==> src/seg_walk_pkg.sv <==
package seg_walk_pkg;
    localparam int unsigned ADDR_WIDTH = 8;
    localparam int unsigned PHYS_WIDTH = 52;
    localparam logic [7:0] BASE_LO_ADDR = 8'h00;
    localparam logic [7:0] BASE_HI_ADDR = 8'h04;
    localparam logic [7:0] STATUS_ADDR = 8'h08;
    localparam logic [7:0] CONTROL_ADDR = 8'h0c;
    localparam logic [63:0] BASE_RESET = 64'h0000_0000_0000_0000;
    localparam logic [1:0] CONTROL_RESET = 2'h0;
    localparam int unsigned VALID_BIT = 0;
    localparam int unsigned BRIDGE_BIT = 1;
    localparam int unsigned ORIGIN_BITS = 52;
    localparam int unsigned HASH_BITS = 5;
    localparam int unsigned SLOT_BITS = 3;
    localparam int unsigned ENTRY_BYTES_LOG = 4;
    localparam int unsigned SLOT_COUNT = 8;
    localparam int unsigned LOOKASIDE_COUNT = 16;
    localparam int unsigned EFFECTIVE_SEGMENT_ID_BITS = 36;
    localparam int unsigned BRIDGE_EFFECTIVE_SEGMENT_ID_BITS = 4;
    localparam logic [3:0] WALK_ATTRIBUTES = 4'h2;
    localparam int unsigned ENTRY_VALID_BIT = 7;
    localparam int unsigned ENTRY_EFFECTIVE_SEGMENT_ID_LSB = 28;

    typedef enum logic [2:0] {
        IDLE = 3'b000,
        REQUEST = 3'b001,
        WAIT_DATA = 3'b011,
        DONE = 3'b010,
        BRIDGE = 3'b110
    } walk_state_type;

    function automatic logic [63:0] group_address(input logic [51:0] origin,
            input logic [4:0] hash);
        group_address = {origin, hash, 7'h00};
    endfunction

    function automatic logic entry_hit(input logic [127:0] entry, input logic [35:0] effective_segment_id);
        entry_hit = entry[ENTRY_VALID_BIT] && (entry[63:ENTRY_EFFECTIVE_SEGMENT_ID_LSB] == effective_segment_id);
    endfunction
endpackage

==> src/segment_table_walker.sv <==
// Our own choices: the address-and-strobe port and the address map.
module segment_table_walker
    import seg_walk_pkg::*;
(
    input wire logic clock,
    input wire logic rst,
    input wire logic [7:0] reg_addr,
    input wire logic [31:0] reg_wdata,
    input wire logic reg_write,
    input wire logic reg_read,
    output logic [31:0] reg_rdata,
    input wire logic walk_request,
    input wire logic [35:0] walk_effective_segment_id,
    output logic walk_busy,
    output logic walk_done,
    output logic walk_hit,
    output logic walk_miss,
    output logic [127:0] walk_entry,
    output logic [3:0] walk_slot,
    output logic mem_read,
    output logic [63:0] mem_addr,
    output logic [3:0] mem_attributes,
    input wire logic mem_valid,
    input wire logic [127:0] mem_rdata,
    input wire logic slb_invalidate_one,
    input wire logic slb_invalidate_all,
    input wire logic [3:0] slb_index,
    output logic machine_check
);
    logic [63:0] segment_table_base_reg;
    logic [1:0] control_reg;
    walk_state_type state_reg;
    logic [35:0] effective_segment_id_reg;
    logic [4:0] slot_reg;
    logic [63:0] primary_addr_reg;
    logic [63:0] secondary_addr_reg;
    logic [4:0] primary_hash;
    logic [4:0] secondary_hash;
    logic base_valid_flag;
    logic bridge_mode;
    logic [127:0] lookaside_entry;
    logic lookaside_valid;
    logic [31:0] status_word;

    assign bridge_mode = control_reg[BRIDGE_BIT];
    // With bridge mode off, the valid flag is taken as 1 for translation.
    assign base_valid_flag = bridge_mode ? segment_table_base_reg[VALID_BIT] : 1'b1;

    seg_hash hash_unit (
        .effective_segment_id(walk_effective_segment_id),
        .primary_hash(primary_hash),
        .secondary_hash(secondary_hash)
    );

    seg_lookaside lookaside_unit (
        .clock(clock),
        .rst(rst),
        .write_enable(walk_hit && state_reg == DONE && !bridge_mode),
        .write_index(slb_index),
        .write_entry(walk_entry),
        .invalidate_one(slb_invalidate_one),
        .invalidate_all(slb_invalidate_all),
        .lookup_index(bridge_mode ? walk_effective_segment_id[3:0] : slb_index),
        .lookup_entry(lookaside_entry),
        .lookup_valid(lookaside_valid)
    );

    always_ff @(posedge clock) begin
        if (rst) begin
            segment_table_base_reg <= BASE_RESET;
        end else if (reg_write && reg_addr == BASE_LO_ADDR) begin
            segment_table_base_reg[31:0] <= {reg_wdata[31:12], 12'h000} |
                {20'h00000, 11'h000, reg_wdata[0]};
        end else if (reg_write && reg_addr == BASE_HI_ADDR) begin
            segment_table_base_reg[63:32] <= reg_wdata;
        end
    end

    always_ff @(posedge clock) begin
        if (rst) begin
            control_reg <= CONTROL_RESET;
        end else if (reg_write && reg_addr == CONTROL_ADDR) begin
            control_reg <= reg_wdata[1:0];
        end
    end

    always_ff @(posedge clock) begin
        if (rst) begin
            machine_check <= 1'b0;
        end else if (reg_write && reg_addr == BASE_LO_ADDR && |reg_wdata[11:1]) begin
            machine_check <= 1'b1;
        end else if (reg_write && reg_addr == STATUS_ADDR) begin
            machine_check <= 1'b0;
        end
    end

    assign status_word = {24'h000000, machine_check, walk_miss, walk_hit, walk_busy,
        1'b0, state_reg};

    always_ff @(posedge clock) begin
        if (rst) begin
            reg_rdata <= 32'h0000_0000;
        end else if (reg_read) begin
            case (reg_addr)
                BASE_LO_ADDR: reg_rdata <= segment_table_base_reg[31:0];
                BASE_HI_ADDR: reg_rdata <= segment_table_base_reg[63:32];
                STATUS_ADDR: reg_rdata <= status_word;
                CONTROL_ADDR: reg_rdata <= {30'h0, control_reg};
                default: reg_rdata <= 32'h0000_0000;
            endcase
        end
    end

    always_ff @(posedge clock) begin
        if (rst) begin
            state_reg <= IDLE;
            effective_segment_id_reg <= '0;
            slot_reg <= '0;
            primary_addr_reg <= '0;
            secondary_addr_reg <= '0;
            walk_busy <= 1'b0;
            walk_done <= 1'b0;
            walk_hit <= 1'b0;
            walk_miss <= 1'b0;
            walk_entry <= '0;
            walk_slot <= '0;
        end else begin
            walk_done <= 1'b0;
            case (state_reg)
                IDLE: begin
                    if (walk_request) begin
                        effective_segment_id_reg <= walk_effective_segment_id;
                        walk_busy <= 1'b1;
                        walk_hit <= 1'b0;
                        walk_miss <= 1'b0;
                        slot_reg <= '0;
                        primary_addr_reg <= group_address(segment_table_base_reg[63:12],
                            primary_hash);
                        secondary_addr_reg <= group_address(segment_table_base_reg[63:12],
                            secondary_hash);
                        if (bridge_mode && base_valid_flag == 1'b0) begin
                            state_reg <= BRIDGE;
                        end else if (!base_valid_flag) begin
                            state_reg <= DONE;
                            walk_miss <= 1'b1;
                        end else begin
                            state_reg <= REQUEST;
                        end
                    end
                end
                BRIDGE: begin
                    // Lookaside read lands one cycle after the request.
                    if (lookaside_valid && effective_segment_id_reg[35:BRIDGE_EFFECTIVE_SEGMENT_ID_BITS] == '0) begin
                        walk_hit <= 1'b1;
                        walk_entry <= lookaside_entry;
                        walk_slot <= effective_segment_id_reg[3:0];
                    end else begin
                        walk_miss <= 1'b1;
                    end
                    state_reg <= DONE;
                end
                REQUEST: begin
                    state_reg <= WAIT_DATA;
                end
                WAIT_DATA: begin
                    if (mem_valid) begin
                        if (entry_hit(mem_rdata, effective_segment_id_reg)) begin
                            walk_hit <= 1'b1;
                            walk_entry <= mem_rdata;
                            walk_slot <= slot_reg[3:0];
                            state_reg <= DONE;
                        end else if (slot_reg == 5'(2 * SLOT_COUNT - 1)) begin
                            walk_miss <= 1'b1;
                            state_reg <= DONE;
                        end else begin
                            slot_reg <= slot_reg + 5'h01;
                            state_reg <= REQUEST;
                        end
                    end
                end
                DONE: begin
                    walk_done <= 1'b1;
                    walk_busy <= 1'b0;
                    state_reg <= IDLE;
                end
                default: state_reg <= IDLE;
            endcase
        end
    end

    always_ff @(posedge clock) begin
        if (rst) begin
            mem_read <= 1'b0;
            mem_addr <= '0;
            mem_attributes <= WALK_ATTRIBUTES;
        end else begin
            mem_read <= (state_reg == REQUEST);
            mem_attributes <= WALK_ATTRIBUTES;
            if (state_reg == REQUEST) begin
                // Primary group slots 0-7 first, then secondary slots 0-7.
                mem_addr <= (slot_reg[SLOT_BITS] ? secondary_addr_reg : primary_addr_reg) |
                    {57'h0, slot_reg[SLOT_BITS-1:0], 4'h0};
            end
        end
    end
endmodule

==> src/seg_lookaside.sv <==
module seg_lookaside
    import seg_walk_pkg::*;
(
    input wire logic clock,
    input wire logic rst,
    input wire logic write_enable,
    input wire logic [3:0] write_index,
    input wire logic [127:0] write_entry,
    input wire logic invalidate_one,
    input wire logic invalidate_all,
    input wire logic [3:0] lookup_index,
    output logic [127:0] lookup_entry,
    output logic lookup_valid
);
    logic [127:0] entry_mem [LOOKASIDE_COUNT];
    logic [LOOKASIDE_COUNT-1:0] valid_reg;

    always_ff @(posedge clock) begin
        if (write_enable) begin
            entry_mem[write_index] <= write_entry;
        end
    end

    always_ff @(posedge clock) begin
        if (rst || invalidate_all) begin
            valid_reg <= '0;
        end else if (invalidate_one) begin
            valid_reg[write_index] <= 1'b0;
        end else if (write_enable) begin
            valid_reg[write_index] <= 1'b1;
        end
    end

    always_ff @(posedge clock) begin
        lookup_entry <= entry_mem[lookup_index];
        lookup_valid <= valid_reg[lookup_index];
    end
endmodule

==> src/seg_hash.sv <==
module seg_hash
    import seg_walk_pkg::*;
(
    input wire logic [35:0] effective_segment_id,
    output logic [4:0] primary_hash,
    output logic [4:0] secondary_hash
);
    assign primary_hash = effective_segment_id[HASH_BITS-1:0];
    assign secondary_hash = ~effective_segment_id[HASH_BITS-1:0];
endmodule

==> config.mk <==
export PLATFORM = sky130hd
export DESIGN_NAME = segment_table_walker
export DESIGN_NICKNAME = d
export VERILOG_FILES = /design/src/seg_walk_pkg.sv /design/src/segment_table_walker.sv /design/src/seg_lookaside.sv /design/src/seg_hash.sv
export SDC_FILE = /design/constraint.sdc
export NUM_CORES = 2
export LEC_CHECK = 0
export BUFFER_PORTS_ARGS = -buffer_cell sky130_fd_sc_hd__buf_2
export CAP_MARGIN = 20
export CORE_UTILIZATION = 60
export DETAILED_ROUTE_END_ITERATION = 10
export GPL_TIMING_DRIVEN = 0
export HOLD_SLACK_MARGIN = 0.06
export PLACE_DENSITY = 0.78
export SYNTH_ARGS = -nofsm -noshare
export SYNTH_HDL_FRONTEND = slang
export SYNTH_SLANG_ARGS = --single-unit
==> constraint.sdc <==
create_clock -name clock -period 17.15 [get_ports clock]
set_clock_uncertainty 0.2 [all_clocks]
set_input_delay 1.715 -clock clock [delete_from_list [all_inputs] [get_ports clock]]
set_output_delay 1.715 -clock clock [all_outputs]
set_load 0.1 [all_outputs]
=== After elaboration in Yosys (flattened, before gate mapping) ===
Memory sizes are Yosys's and may differ from the RTL's. A register that Yosys moved wholly into a read port is not among the register bits.
Index checks and enable logic that the tools add are counted.

* Magnitude comparators: 3
* Add/sub/neg operators: 1
* Multiplexer cells: 50
* Reduce and logical (&&, ||, !) cells: 31
* Eq/ne operators: 17
* Bitwise operators: 8

{| class="wikitable"
|+ Operators by type and width
! operator !! count
|-
| $mux 128 || 3
|-
| $pmux 128 s2 || 1
|-
| $pmux 32 s4 || 1
|-
| $mux 64 || 1
|-
| $or 64x7->64 || 1
|-
| $eq 36x36->1 || 1
|-
| $logic_not 32->1 || 1
|-
| $mux 16 || 2
|-
| $or 32x1->32 || 1
|-
| $mux 1 || 20
|-
| $mux 5 || 4
|-
| $and 16x16->16 || 1
|-
| $eq 8x4->1 const B || 2
|-
| $mux 4 || 4
|-
| $ne 2x2->1 const B || 8
|-
| $not 16->16 || 1
|-
| $or 16x16->16 || 1
|-
| $pmux 3 s4 || 1
|-
| $logic_and 1x1->1 || 11
|-
| $reduce_or 11->1 || 1
|-
| $lt 4x5->1 const B || 2
|-
| $pmux 5 s2 || 1
|-
| $reduce_and 5->1 || 2
|-
| $reduce_bool 2->1 || 5
|-
| other kinds (24) || 34
|}

* Memories kept: 1
* Output and inout port bits: 238
* Bits of input ports: 216
* Word-level logic and storage cells: 131
* Bits in writable memories: 2048
* Register bits: 475

{| class="wikitable"
|+ Memory list
! memory !! words !! bits a word !! rd ports !! clocked after Yosys merged registers in !! write ports !! line !! RTL
|-
| lookaside_unit.entry_mem || 16 || 128 || 1 || 1 || 1 || seg_lookaside.sv:15 || <nowiki>logic [127:0] entry_mem [LOOKASIDE_COUNT];</nowiki>
|}

=== Longest topological paths before layout ===
* Word-level depth: 7
* Mapped depth: 10
* Depth with buffers taken out: 9

=== Hierarchy ===
Synthesis repeated with hierarchy kept, for this count alone.

* Cells, all modules: 5556
* Area, all modules: 97223.2 um2

{| class="wikitable"
|+ By module, submodules not included
! module !! sequential area each (um2) !! area an instance (um2) !! cells each !! instances
|-
| seg_lookaside || 64401.8 || 80448.4 || 3237 || 1
|-
| segment_table_walker || 7827.5 || 16718.5 || 2309 || 1
|-
| seg_hash || 0.0 || 56.3 || 10 || 1
|}

=== Worst setup path before layout ===
Ideal clock, no wire load.

* Path kind: input to register
* From: input slb_index[0]
* To: register (tool-made name)
* Data arrival time: 8.478 ns
* Setup time: 0.083 ns
* Required time: 16.867 ns
* Cell stages on the path: 4
* Slack: 8.389 ns
* Path buffers: 1
* Cell sequence: clkbuf_1 -> or3_1 -> nor2_1 -> o221a_2

{| class="wikitable"
|+ RTL lines
! element !! line !! RTL
|-
| start: declaration || segment_table_walker.sv:27 || <nowiki>input wire logic [3:0] slb_index,</nowiki>
|}

=== Worst setup path in the final report ===
* From: input slb_index[0]
* To: register lookaside_unit.lookup_entry[40] (read register of lookaside_unit.entry_mem)

* Cells in the longest elaborated chain, start to end: 1

{| class="wikitable"
|+ Ends and longest elaborated chain
! element !! line !! RTL
|-
| $mux 4 || segment_table_walker.sv:63 || <nowiki>.lookup_index(bridge_mode ? walk_effective_segment_id[3:0] : slb_index),</nowiki>
|-
| end: declaration || seg_lookaside.sv:12 || <nowiki>output logic [127:0] lookup_entry,</nowiki>
|}

Every way passes these cells.
A chain may end at the register's enable or synchronous reset.

==> impl_metrics.yaml <==
synthesis:
  syn-instance-count: 6100
  syn_area_sq_mm: 0.0965
  ys.flop_type: "edfxtp_1"
  ys_seq_area_share_pct: 74.8
  synth_edf_count: 2048
  synthArstFlopShare_pct: 0
  synth-seq-cells: 2579
  ys_warn_count: 0
  ys_types: 53
  avgSynthCellArea_sq_um: 15.8
worst_setup_path:
  r2r-end: "lookaside_unit.lookup_entry[100]$_DFF_P_"
  cp_max_fo: 10
  ff2ff_setup_slack_ns: 11.16
  criticalPathCategory: "input pin to flip-flop"
  r2r_cells: 9
  reg2reg_from: "control_reg[1]$_SDFFE_PP0P_"
  critical_path_arrival_ns: 6.49
  start_kind: "input pin"
  required_ns: 17.66
  end_kind: "flip-flop"
timing:
  rsz0062_at_grt: "no"
  fmax_ghz: 0.167
  slew_headroom_pct: 16.9
  period_minus_slack_ns: 5.99
  tightest_slew_ns: 1.25
  finalSetupViolCount: 0
  drv_slew: 0
  hold_violations: 0
  period_share_pct: 34.9
  setup_tns_ns: 0
flow_run:
  maxCapViolations: 0
cts:
  cts_resized: 0
  ctsHtreeMaxLevel: 4
  cts_buffers: 236
  hold_buffers: 0
  cts_tree: "done"
  clock-sinks: 2579
  clk_pin_slew_ns: 0.07
  ctsLongestPathBuffers: 3
  clock_latency_ns: 0.88
  post-cts-setup-buffers: 0
  cts-root-buf: "clkbuf_16"
die:
  start_util_pct: 60.7
  die_h_microns: 403
  die_area_sq_mm: 0.162
  die_w_microns: 403
  ios: 454
  core_area_sq_mm: 0.159
  core.rowCount: 146
final_layout:
  stdcell_area_sq_mm: 0.112
  reg.largest.list: "lookaside_unit.entry_mem: 2048 flops, lookaside_unit.lookup_entry: 128 flops, walk_entry: 128 flops"
  area_growth_pct: 16.3
  drive_above_1_share_pct: 19.8
  fill_cells: 9715
  largest_reg_flops: 2048
  max_flop_register: "lookaside_unit.entry_mem"
  finalNetCount: 7132
placed_design:
  finalWeightedCongestion: 0.928
  place_area_sq_mm: 0.104
  hpwl_microns: 194000
  port_buffers: 441
route:
  via_count: 62062
  drt_iter0_drc: 9482
  dr.pass1.iters: 6
  wl_per_cell_microns: 32.5
  ant_nets: 0
  routed_via_density: 6.73
  drc: 0
  wirelength_microns: 299000
global_routing:
  grt_overflow: 0
  grt_max_degree: 28
  grt_pass1_vias: 62006
  grt_first_pass_wirelength_microns: 424000
  antenna_found_initial: 20
  track_usage_pct: 36.6
min_path:
  hold_path_end: "mem_addr[13]$_SDFFE_PP0P_"
  min_path_type: "flip-flop to flip-flop"
  hold_start: "mem_addr[13]$_SDFFE_PP0P_"
  hold_depth: 2
pwr:
  irDropWorstVdd_uv: 114
  power_leakage_nw: 35.7
  powerDensity_mw_per_mm2: 113
run_status:
  outcome: "finished, final reports clean"
worst max-delay path by stage:
stage | start | slack [ns] | cells after the start | to
after floorplan | slb_index[0] | 8.39 | 4 | flip-flop
after CTS | control_reg[1]$_SDFFE_PP0P_ | 11.54 | 9 | lookaside_unit.lookup_entry[100]$_DFF_P_
after global placement | slb_index[0] | 1.03 | 4 | flip-flop
final | slb_index[0] | 11.16 | 9 | lookaside_unit.lookup_entry[40]$_DFF_P_
after global routing | slb_index[0] | 11.19 | 9 | lookaside_unit.lookup_entry[48]$_DFF_P_
after detailed placement | slb_index[0] | 10.70 | 9 | lookaside_unit.lookup_entry[42]$_DFF_P_
cells in the mapped netlist, types with 15 or more instances:
library cell,count,area share (%)
edfxtp_1,2048,64
nand2_1,1358,5.3
dfxtp_1,531,11
mux4_2,361,8.4
clkbuf_1,323,1.3
a21oi_1,188,0.98
and3_1,178,1.2
a31oi_1,175,1.1
a221o_1,132,1.4
and2_1,132,0.86
a311oi_1,112,1.0
nand3_1,92,0.48
nor2_1,89,0.35
buf_1,59,0.23
a211oi_1,52,0.40
mux2i_1,32,0.33
mux2_2,24,0.28
a22oi_1,20,0.16
xor2_1,19,0.17
o221a_2,16,0.19
nor4_1,15,0.097
xnor2_1,15,0.14
cell families (layout without fill, tap and decap cells):
logic type / count (synthesis) / in the layout / share of synthesized area (%)
flops: 2579 / 2579 / 74.8
mux: 417 / 417 / 9.04
simple gates: 1927 / 1927 / 8.65
fa+ha+maj: 2 / 2 / 0.0259
buf+inv: 418 / 1438 / 1.74
other cells: 2 / 34 / 0.00778
xor+xnor: 34 / 34 / 0.309
compound gates: 721 / 721 / 5.45
placed cells by master, fill, tap and decap left out, types with 51 or more instances in the layout:
cell type and n:
nand3_1 92, a311oi_1 112, and2_1 132, clkbuf_1 366, and3_1 178, a31oi_1 175, clkinv_2 51, mux4_2 361
buf_2 456, edfxtp_1 2048, nor2_1 72, dfxtp_1 531, nand2_1 1358, a21oi_1 188, clkbuf_16 243, a221o_1 132
buf_12 82, a211oi_1 52, buf_1 58
worst max-delay path, stage by stage:
cell,delay (ns)
clkbuf_1,0.30
mux2i_1,0.66
buf_1,0.48
clkbuf_1,0.82
clkbuf_1,0.85
clkbuf_1,0.63
nand3_1,0.19
a311oi_1,0.74
a31oi_1,0.09
where the power goes:
part	leakage [nW]	switching [W]	internal (W)
clock	3.97	0.00235	0.00310
combinational	12.9	0.000398	0.000159
sequential	18.8	0.0000192	0.00668
total	35.7	0.00277	0.00994
area by class of cell:
type	count	area, sq um	area share (%)
clock inverters	118	1260	1.13
inverters	6	22.5	0.0201
repair buffers	570	4810	4.29
diodes	26	65.1	0.0580
multi-input cells	3109	22800	20.3
clock buffers	332	6800	6.06
well taps	2072	2590	2.31
flip-flops and latches	2579	72100	64.3
plain buffers	412	1670	1.49
per-layer routing:
metal	vias to the layer above	share of wire (%)	global-route usage [%]
met5	-	0.039	0
met4	18	7.1	22.6
met3	1141	13	9.76
met2	5178	47	57.8
met1	30724	33	45.5
li1	25001	-	-
through the flow:
stage	util, %	hold slack (ns)	power [W]	setup WS (ns)	instances
6_report	70.6	0.253	0.0127	11.16	9224
5_1_grt	70.5	0.263	0.0130	11.19	9205
4_1_cts	70.5	0.251	0.0127	11.54	9190
3_5_place_dp	65.4	0.243	0.00736	10.70	8740
3_3_place_gp	63.7	0.240	0.00734	1.03	8619
2_1_floorplan	-	0.232	0.00712	8.39	6106
Power figures use the tool's default switching activity.
